$ cat config.mk
export PLATFORM = sky130hd
export DESIGN_NAME = async_serial_receiver
export DESIGN_NICKNAME = d
export VERILOG_FILES = /design/src/logic/rx_serial_pkg.sv /design/src/logic/rx_fifo_if.sv /design/src/logic/async_serial_receiver.sv /design/src/logic/rx_word_store.sv
export SDC_FILE = /design/constraint.sdc
export NUM_CORES = 1
export LEC_CHECK = 0
export BUFFER_PORTS_ARGS = -buffer_cell sky130_fd_sc_hd__buf_2
export CAP_MARGIN = 20
export CORE_MARGIN = 4
export CORE_UTILIZATION = 56
export CTS_BUF_LIST = sky130_fd_sc_hd__clkbuf_8 sky130_fd_sc_hd__clkbuf_16
export DETAILED_ROUTE_END_ITERATION = 10
export PLACE_DENSITY = 0.81
export SYNTH_ARGS = -nofsm -noshare
export SYNTH_HDL_FRONTEND = slang
export SYNTH_SLANG_ARGS = --single-unit
$ cat constraint.sdc
create_clock -name ref_clk_i -period 3.4 [get_ports ref_clk_i]
set_input_delay 0.68 -clock ref_clk_i [delete_from_list [all_inputs] [get_ports ref_clk_i]]
set_output_delay 0.68 -clock ref_clk_i [all_outputs]
set_load 0.02 [all_outputs]
$ cat src/logic/rx_serial_pkg.sv
// Constants and types shared by the serial receive path
package rx_serial_pkg;

  // ==========================================================
  // Register byte addresses
  localparam logic [7:0] ADDR_RX_CONTROL = 8'h00;
  localparam logic [7:0] ADDR_RX_BUFFER = 8'h04;
  localparam logic [7:0] ADDR_BAUD_DIVISOR = 8'h08;
  localparam logic [7:0] ADDR_FLAGS = 8'h0c;
  localparam logic [7:0] ADDR_ENABLES = 8'h10;

  // ==========================================================
  // Field positions
  localparam int SERIAL_PORT_ENABLE_BIT = 7;
  localparam int NINE_BIT_SELECT_BIT = 6;
  localparam int SINGLE_RECEIVE_BIT = 5;
  localparam int CONT_RECEIVE_BIT = 4;
  localparam int FRAMING_ERROR_BIT = 2;
  localparam int OVERRUN_ERROR_BIT = 1;
  localparam int NINTH_BIT_BIT = 0;
  localparam int RECEIVE_READY_BIT = 0;
  localparam int RECEIVE_IRQ_ENABLE_BIT = 0;

  // ==========================================================
  // Values after reset
  localparam logic [3:0] CONTROL_RESET = 4'h0;
  localparam logic [7:0] BAUD_RESET = 8'h00;
  localparam logic [7:0] ENABLES_RESET = 8'h00;
  // Bit 1 belongs to the absent transmitter; it reads as its reset value
  localparam logic [7:0] FLAGS_FIXED = 8'h02;

  // ==========================================================
  // Oversampling and framing counts
  localparam int OVERSAMPLE = 16;
  localparam int PHASE_W = $clog2(OVERSAMPLE);
  localparam logic [PHASE_W-1:0] PHASE_AFTER_START = 4'h1;
  localparam logic [PHASE_W-1:0] SAMPLE_FIRST = 4'h6;
  localparam logic [PHASE_W-1:0] SAMPLE_LAST = 4'h8;
  localparam logic [3:0] LAST_BIT_EIGHT = 4'h7;
  localparam logic [3:0] LAST_BIT_NINE = 4'h8;

  // ==========================================================
  // Receive queue: {framing error, ninth bit, data byte}
  localparam int FIFO_DEPTH = 2;
  localparam int PTR_W = 1;
  localparam int ENTRY_W = 10;
  localparam logic [1:0] FIFO_FULL_COUNT = 2'h2;

  // ==========================================================
  // Bus responses
  localparam logic [1:0] RESP_OKAY = 2'h0;
  localparam logic [1:0] RESP_SLVERR = 2'h2;

  typedef enum logic [1:0] {ST_IDLE, ST_START, ST_DATA, ST_STOP} rx_state_type;

endpackage

$ cat src/logic/rx_fifo_if.sv
// Connection between the receiver and its word store
interface rx_fifo_if;
  logic wr_en;
  logic [rx_serial_pkg::PTR_W-1:0] wr_ptr;
  logic [rx_serial_pkg::ENTRY_W-1:0] wr_data;
  // Address of the head as it will be after this edge
  logic [rx_serial_pkg::PTR_W-1:0] next_rd_ptr;
  logic [rx_serial_pkg::ENTRY_W-1:0] rd_data;

  modport writer (output wr_en, output wr_ptr, output wr_data,
                  output next_rd_ptr, input rd_data);
  modport store (input wr_en, input wr_ptr, input wr_data,
                 input next_rd_ptr, output rd_data);
endinterface

$ cat src/logic/async_serial_receiver.sv
// Asynchronous serial receiver with AXI4-Lite register access
//
// Behaviour
// - x16 recovery stage, shift register per bit
// - Reception starts only with continuous receive enable
// - After stop bit, word enters buffer if space
// - Word transfer sets ready flag; enable gates interrupt
// - Ready flag read-only, clears when buffer empty
// - Buffer is two-entry in-order queue
// - Stop bit with full buffer sets overrun
// - Overrun blocks all transfers into buffer
// - Clearing receive enable clears overrun
// - Missing stop bit sets framing error
// - Framing error, ninth bit queued per word
// - Each bit decided by three-sample majority
// - Samples on seventh, eighth, ninth edges
// - Free-running x16 clock, group every sixteen
// - Nine-bit select receives and reports ninth bit
// - Disabling receive returns bit recovery to idle and clears overrun; queued words stay
module async_serial_receiver (
  // Clock and reset
  input wire logic ref_clk_i,
  input wire logic rst_n_i,
  // AXI4-Lite write address and data
  input wire logic [7:0] s_axi_awaddr_i,
  input wire logic [2:0] s_axi_awprot_i,
  input wire logic s_axi_awvalid_i,
  output logic s_axi_awready_o,
  input wire logic [31:0] s_axi_wdata_i,
  input wire logic [3:0] s_axi_wstrb_i,
  input wire logic s_axi_wvalid_i,
  output logic s_axi_wready_o,
  // AXI4-Lite write response
  output logic [1:0] s_axi_bresp_o,
  output logic s_axi_bvalid_o,
  input wire logic s_axi_bready_i,
  // AXI4-Lite read
  input wire logic [7:0] s_axi_araddr_i,
  input wire logic [2:0] s_axi_arprot_i,
  input wire logic s_axi_arvalid_i,
  output logic s_axi_arready_o,
  output logic [31:0] s_axi_rdata_o,
  output logic [1:0] s_axi_rresp_o,
  output logic s_axi_rvalid_o,
  input wire logic s_axi_rready_i,
  // Serial line and request
  input wire logic serial_receive_pin_i,
  output logic receive_request_o
);

  rx_fifo_if fifo ();

  rx_word_store u_store (
    .ref_clk_i (ref_clk_i),
    .rst_n_i (rst_n_i),
    .fifo (fifo.store)
  );

  // ==========================================================
  // Software registers
  logic [3:0] control;
  logic [7:0] baud_divisor;
  logic [7:0] enables;
  logic overrun_error;

  wire serial_port_enable = control[rx_serial_pkg::SERIAL_PORT_ENABLE_BIT-4];
  wire nine_bit_receive_select =
    control[rx_serial_pkg::NINE_BIT_SELECT_BIT-4];
  wire continuous_receive_enable = control[rx_serial_pkg::CONT_RECEIVE_BIT-4];
  wire rx_enable = serial_port_enable & continuous_receive_enable;
  wire rx_reset = ~rx_enable;

  // ==========================================================
  // AXI write channel
  logic aw_held;
  logic w_held;
  logic [7:0] aw_addr;
  logic [7:0] w_byte;
  logic w_lane0;

  assign s_axi_awready_o = ~aw_held;
  assign s_axi_wready_o = ~w_held;
  wire aw_take = s_axi_awvalid_i & s_axi_awready_o;
  wire w_take = s_axi_wvalid_i & s_axi_wready_o;
  wire write_fire = aw_held & w_held & ~s_axi_bvalid_o;
  wire wr_control = write_fire & w_lane0 &
                    (aw_addr == rx_serial_pkg::ADDR_RX_CONTROL);
  wire wr_baud = write_fire & w_lane0 &
                 (aw_addr == rx_serial_pkg::ADDR_BAUD_DIVISOR);
  wire wr_enables = write_fire & w_lane0 &
                    (aw_addr == rx_serial_pkg::ADDR_ENABLES);
  // Buffer and flags are read-only but still answer OKAY
  wire wr_mapped = (aw_addr == rx_serial_pkg::ADDR_RX_CONTROL) |
                   (aw_addr == rx_serial_pkg::ADDR_RX_BUFFER) |
                   (aw_addr == rx_serial_pkg::ADDR_BAUD_DIVISOR) |
                   (aw_addr == rx_serial_pkg::ADDR_FLAGS) |
                   (aw_addr == rx_serial_pkg::ADDR_ENABLES);

  always_ff @(posedge ref_clk_i or negedge rst_n_i) begin
    if (!rst_n_i) begin
      aw_held <= 1'b0;
      aw_addr <= 8'h00;
    end else if (aw_take) begin
      aw_held <= 1'b1;
      aw_addr <= s_axi_awaddr_i;
    end else if (write_fire) begin
      aw_held <= 1'b0;
    end
  end

  always_ff @(posedge ref_clk_i or negedge rst_n_i) begin
    if (!rst_n_i) begin
      w_held <= 1'b0;
      w_byte <= 8'h00;
      w_lane0 <= 1'b0;
    end else if (w_take) begin
      w_held <= 1'b1;
      w_byte <= s_axi_wdata_i[7:0];
      w_lane0 <= s_axi_wstrb_i[0];
    end else if (write_fire) begin
      w_held <= 1'b0;
    end
  end

  always_ff @(posedge ref_clk_i or negedge rst_n_i) begin
    if (!rst_n_i) begin
      s_axi_bvalid_o <= 1'b0;
      s_axi_bresp_o <= rx_serial_pkg::RESP_OKAY;
    end else if (write_fire) begin
      s_axi_bvalid_o <= 1'b1;
      s_axi_bresp_o <= wr_mapped ? rx_serial_pkg::RESP_OKAY
                                 : rx_serial_pkg::RESP_SLVERR;
    end else if (s_axi_bready_i) begin
      s_axi_bvalid_o <= 1'b0;
    end
  end

  always_ff @(posedge ref_clk_i or negedge rst_n_i) begin
    if (!rst_n_i) begin
      control <= rx_serial_pkg::CONTROL_RESET;
      baud_divisor <= rx_serial_pkg::BAUD_RESET;
      enables <= rx_serial_pkg::ENABLES_RESET;
    end else begin
      if (wr_control) begin
        control <= w_byte[7:4];
      end
      if (wr_baud) begin
        baud_divisor <= w_byte;
      end
      if (wr_enables) begin
        enables <= w_byte;
      end
    end
  end

  // ==========================================================
  // Baud tick generator
  // divisor+1 clocks per tick, sixteen ticks per bit
  // runs regardless of enable, so ticks never stop
  logic [7:0] baud_count;
  wire tick = (baud_count == 8'h00);

  always_ff @(posedge ref_clk_i or negedge rst_n_i) begin
    if (!rst_n_i) begin
      baud_count <= 8'h00;
    end else begin
      baud_count <= tick ? baud_divisor : baud_count - 8'h01;
    end
  end

  // ==========================================================
  // Bit recovery
  rx_serial_pkg::rx_state_type state;
  rx_serial_pkg::rx_state_type next_state;
  logic [rx_serial_pkg::PHASE_W-1:0] phase;
  logic [1:0] samples;
  logic line_prev;
  logic [3:0] bit_idx;
  logic [8:0] shift_reg;

  // falling edge of idle-high line opens a frame
  wire start_seen = tick & (state == rx_serial_pkg::ST_IDLE) &
                    line_prev & ~serial_receive_pin_i;
  // seventh and eighth edges stored, ninth read live
  wire sample_en = tick & (state != rx_serial_pkg::ST_IDLE) &
                   (phase >= rx_serial_pkg::SAMPLE_FIRST) &
                   (phase < rx_serial_pkg::SAMPLE_LAST);
  wire vote_now = tick & (state != rx_serial_pkg::ST_IDLE) &
                  (phase == rx_serial_pkg::SAMPLE_LAST);
  wire vote = (samples[1] & samples[0]) |
              (samples[1] & serial_receive_pin_i) |
              (samples[0] & serial_receive_pin_i);
  wire [3:0] last_bit = nine_bit_receive_select ?
                        rx_serial_pkg::LAST_BIT_NINE :
                        rx_serial_pkg::LAST_BIT_EIGHT;
  wire stop_done = vote_now & (state == rx_serial_pkg::ST_STOP);

  always_comb begin
    next_state = state;
    case (state)
      rx_serial_pkg::ST_IDLE: begin
        if (start_seen) begin
          next_state = rx_serial_pkg::ST_START;
        end
      end
      rx_serial_pkg::ST_START: begin
        // A high vote means a glitch, not a start bit
        if (vote_now) begin
          next_state = vote ? rx_serial_pkg::ST_IDLE
                            : rx_serial_pkg::ST_DATA;
        end
      end
      rx_serial_pkg::ST_DATA: begin
        if (vote_now && bit_idx == last_bit) begin
          next_state = rx_serial_pkg::ST_STOP;
        end
      end
      rx_serial_pkg::ST_STOP: begin
        // Back to idle at mid stop bit, so the next edge is seen early
        if (vote_now) begin
          next_state = rx_serial_pkg::ST_IDLE;
        end
      end
      default: begin
        next_state = rx_serial_pkg::ST_IDLE;
      end
    endcase
  end

  always_ff @(posedge ref_clk_i or negedge rst_n_i) begin
    if (!rst_n_i) begin
      state <= rx_serial_pkg::ST_IDLE;
    end else if (rx_reset) begin
      state <= rx_serial_pkg::ST_IDLE;
    end else begin
      state <= next_state;
    end
  end

  // phase counts x16 ticks within each bit
  always_ff @(posedge ref_clk_i or negedge rst_n_i) begin
    if (!rst_n_i) begin
      phase <= '0;
      line_prev <= 1'b1;
      samples <= 2'h3;
    end else if (tick) begin
      line_prev <= serial_receive_pin_i;
      phase <= start_seen ? rx_serial_pkg::PHASE_AFTER_START
                          : phase + 4'h1;
      if (sample_en) begin
        samples <= {samples[0], serial_receive_pin_i};
      end
    end
  end

  // data bits arrive least significant first
  always_ff @(posedge ref_clk_i or negedge rst_n_i) begin
    if (!rst_n_i) begin
      bit_idx <= 4'h0;
      shift_reg <= 9'h000;
    end else if (state != rx_serial_pkg::ST_DATA) begin
      bit_idx <= 4'h0;
    end else if (vote_now) begin
      shift_reg[bit_idx] <= vote;
      bit_idx <= bit_idx + 4'h1;
    end
  end

  // ==========================================================
  // Receive queue
  logic [1:0] count;
  logic [rx_serial_pkg::PTR_W-1:0] wr_ptr;
  logic [rx_serial_pkg::PTR_W-1:0] rd_ptr;
  logic pop;

  wire fifo_full = (count == rx_serial_pkg::FIFO_FULL_COUNT);
  // transfer only with space and no overrun
  wire push = stop_done & ~fifo_full & ~overrun_error;
  wire receive_ready_flag = (count != 2'h0);

  assign fifo.wr_en = push;
  assign fifo.wr_ptr = wr_ptr;
  // framing error and ninth bit ride with the word
  assign fifo.wr_data = {~vote,
                         nine_bit_receive_select & shift_reg[8],
                         shift_reg[7:0]};
  assign fifo.next_rd_ptr = pop ? rd_ptr + 1'b1 : rd_ptr;

  // flag falls only when the last word is read
  always_ff @(posedge ref_clk_i or negedge rst_n_i) begin
    if (!rst_n_i) begin
      count <= 2'h0;
      wr_ptr <= '0;
      rd_ptr <= '0;
    end else begin
      count <= count + {1'b0, push} - {1'b0, pop};
      if (push) begin
        wr_ptr <= wr_ptr + 1'b1;
      end
      if (pop) begin
        rd_ptr <= rd_ptr + 1'b1;
      end
    end
  end

  // set on full, cleared by receive reset
  always_ff @(posedge ref_clk_i or negedge rst_n_i) begin
    if (!rst_n_i) begin
      overrun_error <= 1'b0;
    end else if (rx_reset) begin
      overrun_error <= 1'b0;
    end else if (stop_done && fifo_full) begin
      overrun_error <= 1'b1;
    end
  end

  // flag gated by the interrupt enable
  assign receive_request_o = receive_ready_flag &
                             enables[rx_serial_pkg::RECEIVE_IRQ_ENABLE_BIT];

  // ==========================================================
  // AXI read channel
  logic [7:0] read_byte;
  logic read_mapped;

  assign s_axi_arready_o = ~s_axi_rvalid_o;
  wire ar_take = s_axi_arvalid_i & s_axi_arready_o;
  wire [7:0] status_byte = {control, 1'b0,
                            fifo.rd_data[9] & receive_ready_flag,
                            overrun_error,
                            fifo.rd_data[8] & receive_ready_flag};
  wire [7:0] flags_byte = rx_serial_pkg::FLAGS_FIXED |
                          {7'h00, receive_ready_flag};
  // A buffer read advances the queue, the status shows the next word
  assign pop = ar_take & receive_ready_flag &
               (s_axi_araddr_i == rx_serial_pkg::ADDR_RX_BUFFER);

  always_comb begin
    read_byte = 8'h00;
    read_mapped = 1'b1;
    case (s_axi_araddr_i)
      rx_serial_pkg::ADDR_RX_CONTROL: read_byte = status_byte;
      rx_serial_pkg::ADDR_RX_BUFFER: read_byte = fifo.rd_data[7:0];
      rx_serial_pkg::ADDR_BAUD_DIVISOR: read_byte = baud_divisor;
      rx_serial_pkg::ADDR_FLAGS: read_byte = flags_byte;
      rx_serial_pkg::ADDR_ENABLES: read_byte = enables;
      default: read_mapped = 1'b0;
    endcase
  end

  always_ff @(posedge ref_clk_i or negedge rst_n_i) begin
    if (!rst_n_i) begin
      s_axi_rvalid_o <= 1'b0;
      s_axi_rdata_o <= 32'h0000_0000;
      s_axi_rresp_o <= rx_serial_pkg::RESP_OKAY;
    end else if (ar_take) begin
      s_axi_rvalid_o <= 1'b1;
      s_axi_rdata_o <= {24'h00_0000, read_byte};
      s_axi_rresp_o <= read_mapped ? rx_serial_pkg::RESP_OKAY
                                   : rx_serial_pkg::RESP_SLVERR;
    end else if (s_axi_rready_i) begin
      s_axi_rvalid_o <= 1'b0;
    end
  end

  // ==========================================================
  // Checks
  a_overrun_sets: assert property (@(posedge ref_clk_i) disable iff (!rst_n_i)
    stop_done && fifo_full && rx_enable |=> overrun_error)
    else $error("overrun not flagged on full queue");
  a_overrun_blocks: assert property (@(posedge ref_clk_i) disable iff (!rst_n_i)
    overrun_error |=> count <= $past(count))
    else $error("transfer while overrun set");
  a_overrun_clear: assert property (@(posedge ref_clk_i) disable iff (!rst_n_i)
    !continuous_receive_enable |=> !overrun_error)
    else $error("overrun kept after receive reset");
  a_disable_idle: assert property (@(posedge ref_clk_i) disable iff (!rst_n_i)
    !rx_enable |=> state == rx_serial_pkg::ST_IDLE)
    else $error("receiver active while disabled");
  a_push_empty: assert property (@(posedge ref_clk_i) disable iff (!rst_n_i)
    stop_done && count == 2'h0 && !overrun_error && rx_enable
    |=> count == 2'h1 && receive_ready_flag)
    else $error("word not moved into empty queue");
  a_flag_last_read: assert property (@(posedge ref_clk_i) disable iff (!rst_n_i)
    pop && count == 2'h1 && !push |=> !receive_ready_flag)
    else $error("ready flag stayed after last read");
  a_queue_bound: assert property (@(posedge ref_clk_i) disable iff (!rst_n_i)
    count <= rx_serial_pkg::FIFO_FULL_COUNT)
    else $error("queue count beyond two");
  a_framing_tag: assert property (@(posedge ref_clk_i) disable iff (!rst_n_i)
    push && !vote && count == 2'h0 |=> fifo.rd_data[9])
    else $error("missing stop bit not tagged");
  a_vote_phase: assert property (@(posedge ref_clk_i) disable iff (!rst_n_i)
    start_seen && rx_enable && baud_divisor == 8'h00
    |-> ##8 vote_now)
    else $error("vote outside sample window");

endmodule

$ cat src/logic/rx_word_store.sv
// Two-entry storage for received words with a registered head output
module rx_word_store (
  // Clock and reset
  input wire logic ref_clk_i,
  input wire logic rst_n_i,
  // Queue port
  rx_fifo_if.store fifo
);

  logic [rx_serial_pkg::ENTRY_W-1:0] mem [rx_serial_pkg::FIFO_DEPTH];
  logic bypass;

  // ==========================================================
  // Entries
  genvar gi;
  generate
    for (gi = 0; gi < rx_serial_pkg::FIFO_DEPTH; gi++) begin : g_entry
      always_ff @(posedge ref_clk_i or negedge rst_n_i) begin
        if (!rst_n_i) begin
          mem[gi] <= '0;
        end else if (fifo.wr_en &&
                     fifo.wr_ptr == rx_serial_pkg::PTR_W'(gi)) begin
          mem[gi] <= fifo.wr_data;
        end
      end
    end
  endgenerate

  // ==========================================================
  // Head register
  // Bypass so a word written into an empty queue is at the head at once
  assign bypass = fifo.wr_en && (fifo.wr_ptr == fifo.next_rd_ptr);

  always_ff @(posedge ref_clk_i or negedge rst_n_i) begin
    if (!rst_n_i) begin
      fifo.rd_data <= '0;
    end else begin
      fifo.rd_data <= bypass ? fifo.wr_data : mem[fifo.next_rd_ptr];
    end
  end

endmodule

* Word level (Yosys, flattened, before mapping)
Cells that the tools add are included.
** Storage, ports and cells
- ROM bits :: 0
- Output and inout port bits :: 42
- Input bits :: 66
- Memories kept :: 0
- Latch bits :: 0
- Register bits after elaboration :: 118
- Memory bits (writable) :: 0
** Operators by class
- Shift operators :: 0
- Reduce and logical (&&, ||, !) cells :: 21
- $mul :: 0
- Order comparisons :: 5
- Add/subtract/negate cells :: 7
- Bitwise gates (word level) :: 46
- Multiplexer cells :: 33
- Eq/ne operators :: 21
- Divide/modulo/power cells :: 0
** Operators with widths (number)
- $mux 10 :: 4
- $pmux 8 s5 :: 1
- $eq 8x4->1 const B :: 4
- $and 1x1->1 :: 29
- $logic_not 8->1 :: 3
- $eq 8x3->1 const B :: 2
- $eq 8x5->1 const B :: 2
- $mux 2 :: 8
- $mux 4 :: 4
- $reduce_bool 2->1 :: 7
- $mux 1 :: 12
- $ne 3x3->1 const B :: 4
- $not 1->1 :: 10
- $bwmux 9 :: 1
- $add 4x1->4 const B :: 2
- $mux 8 :: 1
- $pmux 2 s4 :: 1
- $sub 8x1->8 const B :: 1
- $eq 2x2->1 const B :: 3
- $logic_and 1x1->1 :: 6
- $or 1x1->1 :: 6
- $lt 4x5->1 const B :: 1
- $reduce_or 5->1 :: 1
- $demux 1 s4 :: 1
- 17 further kinds :: 19

* Longest topological paths before layout
- Word-level depth :: 10
- Gate-level depth with buffers :: 9
- Gate-level depth less buffers :: 8

* Cells and area by module
A second synthesis with hierarchy kept.
** Unflattened totals
- Cell total of the unflattened synthesis :: 467
- Area total of the unflattened synthesis :: 5485.3 um^2
** Modules (own cells, without submodules)
- async_serial_receiver :: area an instance 4247.8 um^2, times used 1, seq. area each 2155.8 um^2, cells an instance 377
- rx_word_store :: area an instance 1237.4 um^2, times used 1, seq. area each 750.7 um^2, cells an instance 90

* Worst setup path before layout
OpenSTA, ideal clock, no wires.
- Kind :: input port to flip-flop
- From :: in s_axi_araddr_i[3]
- To :: reg u_store.fifo.rd_data[7]
- Setup time :: 120 ps
- Arrival :: 2478 ps
- Cell stages on the path :: 8
- Path buffers :: 3
- Path slack :: 802 ps
- Cells stage by stage :: or3_1 -> clkbuf_1 -> or4_1 -> clkbuf_1 -> buf_2 -> a211oi_1 -> o21ai_0 -> o211a_1
** Between the ends
- Cells in the longest elaborated chain, start to end :: 8
** RTL lines
- from (decl) :: line async_serial_receiver.sv:38 : input wire logic [7:0] s_axi_araddr_i,
- $eq 8x3->1 * :: line async_serial_receiver.sv:336 : (s_axi_araddr_i == rx_serial_pkg::ADDR_RX_BUFFER);
- $and 1x1->1 * :: line async_serial_receiver.sv:335 : assign pop = ar_take & receive_ready_flag &
- $mux 1 *
- $not 1->2 (implied by the code) :: line rx_word_store.sv:38 : fifo.rd_data <= bypass ? fifo.wr_data : mem[fifo.next_rd_ptr];
- $mux 10 (implied by the code) (3 in a row) :: line rx_word_store.sv:38
- $mux 10 * :: line rx_word_store.sv:38
- to (signal assigned) :: line rx_word_store.sv:38
- to (decl) :: line rx_fifo_if.sv:13 : input next_rd_ptr, output rd_data);
Every way passes the cells marked *; elsewhere a longest branch is shown, timed or not. The select of a mux whose other input is x is not followed.
A chain may end at the register's enable or synchronous reset.

* Worst setup path in the final report
- From :: reg baud_count[0]
- To :: reg shift_reg[0]
** Between the ends
- Cells in the longest elaborated chain, start to end :: 4
** RTL lines
- from (decl) :: line async_serial_receiver.sv:160 : logic [7:0] baud_count;
- from (signal assigned) :: line async_serial_receiver.sv:167 : baud_count <= tick ? baud_divisor : baud_count - 8'h01;
- $logic_not 8->1 :: line async_serial_receiver.sv:161 : wire tick = (baud_count == 8'h00);
- $and 1x1->1 (2 in a row) :: line async_serial_receiver.sv:188 : wire vote_now = tick & (state != rx_serial_pkg::ST_IDLE) &
- $reduce_and 2->1 (no source line)
- to (signal, indexed assignment) :: line async_serial_receiver.sv:264 : shift_reg[bit_idx] <= vote;
- to (decl) :: line async_serial_receiver.sv:179 : logic [8:0] shift_reg;
No other way between the ends.

==> impl_metrics.json <==
{
  "postCtsHoldBufs": 0,
  "vias": 4388,
  "final_cell_mix": "113 x dfrtp_1, 65 x mux2_2, 48 x nand2_1, 48 x o21ai_0, 47 x buf_2",
  "path_clk_slew_ns": 0.06,
  "cts_resized": 0,
  "end_kind": "flip-flop",
  "ir_drop_uv": 404,
  "grt_usage_pct": 23.7,
  "num_io_pins": 108,
  "critical_path_arrival_ns": 3.25,
  "place_congestion": 0.821,
  "ys_ff_latch": 116,
  "period_minus_slack_ns": 2.83,
  "final.period_utilization_pct": 83.3,
  "tightest_slew_ns": 0.868,
  "yosysWarnings": 0,
  "core_region_area_um2": 9860,
  "final_common_cell": "dfrtp_1",
  "die_h_um": 109,
  "setup_tns_ns": 0,
  "cts_tree": "done",
  "die_area_um2": 12000,
  "post-route-drc-count": 0,
  "synth.distinct_cells": 56,
  "antenna_found_initial": 0,
  "drive_above_1_share_pct": 26.7,
  "grt_pass1_vias": 4391,
  "syn-instance-count": 537,
  "clk_latency_ns": 0.54,
  "synthArstFlopShare_pct": 100,
  "nets": 669,
  "diodes": 0,
  "num_rows": 36,
  "wl_per_cell_um": 18.1,
  "slew_headroom_pct": 41.3,
  "crit_fanout": 12,
  "postCtsSetupBuffers": 0,
  "overflow": 0,
  "whs_ns": 0.319,
  "wl_mm": 13.3,
  "drv_cap": 0,
  "setup_viol": 0,
  "htreeDepth": 4,
  "initial_core_util_pct": 58.3,
  "largest_reg_flops": 20,
  "p_leak_uw": 0.00309,
  "grt_pass1_wl_mm": 21.6,
  "io_buffers": 48,
  "clockBufferDepth": 2,
  "hold_violations": 0,
  "power.density_nw_per_um2": 646,
  "cts_num_sinks": 116,
  "fp.dieW_um": 109,
  "hp-class": "primary input to flip-flop",
  "syn_to_final_growth_pct": 15.7,
  "synth_seq_area_share_pct": 50.6,
  "ys.flop_type": "dfrtp_1",
  "clock-root-buffer": "clkbuf_8",
  "drt-initial-drc-count": 279,
  "report.final.slew_viol_count": 0,
  "outcome": "completed",
  "ant_nets": 0,
  "avgSynthCellArea_um2": 10.7,
  "critPathLaunchType": "flip-flop",
  "synth_edf_count": 0,
  "grt_max_degree": 86,
  "cts_made_buffers": 17,
  "syn_area_um2": 5750,
  "crit_type": "flip-flop to flip-flop",
  "cp.required_ns": 3.82,
  "rsz0062_at_grt": "false",
  "dp.final_hpwl_mm": 8.67,
  "routed_via_density": 5.94,
  "skew_ns": 0.00893,
  "dr.pass1.iters": 5,
  "clock.fmax_mhz": 353
}
-- critical path, stage by stage, from the launching register on --
cell     delay [ns]
dfrtp_1        0.38
inv_1          0.11
ha_1           0.19
or3b_2         0.51
nor2_1         0.11
buf_4          0.18
nand2_1        0.14
nor4_1         0.62
nand2_1        0.16
mux2_2         0.30
-- final timing paths --
path                                      from             end  slack (ns)  cells after the start
worst max-delay path             baud_count[0]    shift_reg[0]        0.57                      9
worst min-delay path            s_axi_bready_i  s_axi_bvalid_o        0.32                      2
worst max register to register   baud_count[0]    shift_reg[0]        0.57                      9
worst min register to register       line_prev       line_prev        0.46                      2
max in group asynchronous              rst_n_i          rd_ptr        2.05                      4
min in group asynchronous              rst_n_i    shift_reg[0]        0.51                      2
-- cells in the mapped netlist, types with 2 or more instances --
cell type / instances / share of area, %
dfrtp_1: 113 / 49
xor2_1: 4 / 0.61
a22o_1: 6 / 0.91
o211a_1: 8 / 1.4
nor2b_1: 7 / 0.76
nor3_1: 16 / 1.4
clkbuf_1: 18 / 1.2
a211oi_1: 8 / 1.0
o31a_1: 2 / 0.30
nor2_1: 34 / 2.2
dfstp_2: 3 / 1.4
mux2_2: 65 / 13
a22oi_1: 6 / 0.78
o211ai_1: 2 / 0.26
xnor2_1: 7 / 1.1
nand4_1: 2 / 0.22
nand3b_1: 2 / 0.26
o21a_1: 5 / 0.65
a21oi_1: 23 / 2.0
nor4b_1: 2 / 0.30
nor4_1: 12 / 1.3
ha_1: 9 / 2.0
buf_2: 2 / 0.17
o21ai_1: 2 / 0.17
or4_1: 2 / 0.26
o21ai_0: 48 / 4.2
buf_4: 26 / 3.4
nand2b_1: 2 / 0.22
nand3_1: 7 / 0.61
o31ai_1: 5 / 0.65
inv_1: 12 / 0.78
nand2_1: 48 / 3.1
or3_1: 4 / 0.44
nor3b_1: 3 / 0.39
-- power by group --
| group | total, uW | switching [uW] | internal (uW) |
|---|---|---|---|
| Clock | 1740 | 621 | 1110 |
| Combinational | 700 | 377 | 323 |
| Sequential | 1860 | 229 | 1630 |
| Total | 4300 | 1230 | 3070 |
-- layout make-up --
| cell class | count | area [um^2] |
|---|---|---|
| flip-flops and latches | 116 | 2910 |
| well taps | 133 | 166 |
| clock inverters | 13 | 144 |
| fillers | 705 | 3210 |
| inverters | 12 | 45.0 |
| multi-input cells | 387 | 2610 |
| repair buffers | 60 | 355 |
| clock buffers | 18 | 428 |
-- layer usage --
metal | wire length (um) | up-vias | GRT usage (%)
met5 | 0 | - | 0
met1 | 5520 | 2163 | 29.8
met3 | 781 | 36 | 5.17
met4 | 366 | 0 | 11.0
met2 | 6680 | 194 | 39.3
li1 | - | 1995 | -
-- metrics by stage --
stage / worst slack (ns) / util [%] / cell area [um^2] / power (uW) / instances
CTS: 0.568 / 67.1 / 6620 / 4300 / 737
global placement: 0.486 / 61.3 / 6040 / 2500 / 706
global route: 0.371 / 67.4 / 6650 / 4490 / 739
finish: 0.569 / 67.4 / 6650 / 4300 / 739
floorplan: 0.802 / - / 5840 / 2340 / 562
detailed placement: 0.413 / 61.3 / 6040 / 2560 / 706
-- cells by family (layout without fill, tap and decap cells) --
group / Yosys count / in the layout / share of synthesized area, %
AO/OA/AOI/OAI: 122 / 122 / 13.4
XOR/XNOR: 11 / 11 / 1.68
adder cells (fa/ha/maj): 10 / 10 / 2.13
buffers and inverters: 59 / 103 / 5.72
flip-flops: 116 / 116 / 50.6
multiplexers: 66 / 66 / 12.9
other: 1 / 26 / 0.0652
AND/OR/NAND/NOR: 152 / 152 / 13.5
No activity file was read; power rests on OpenSTA's default activity.
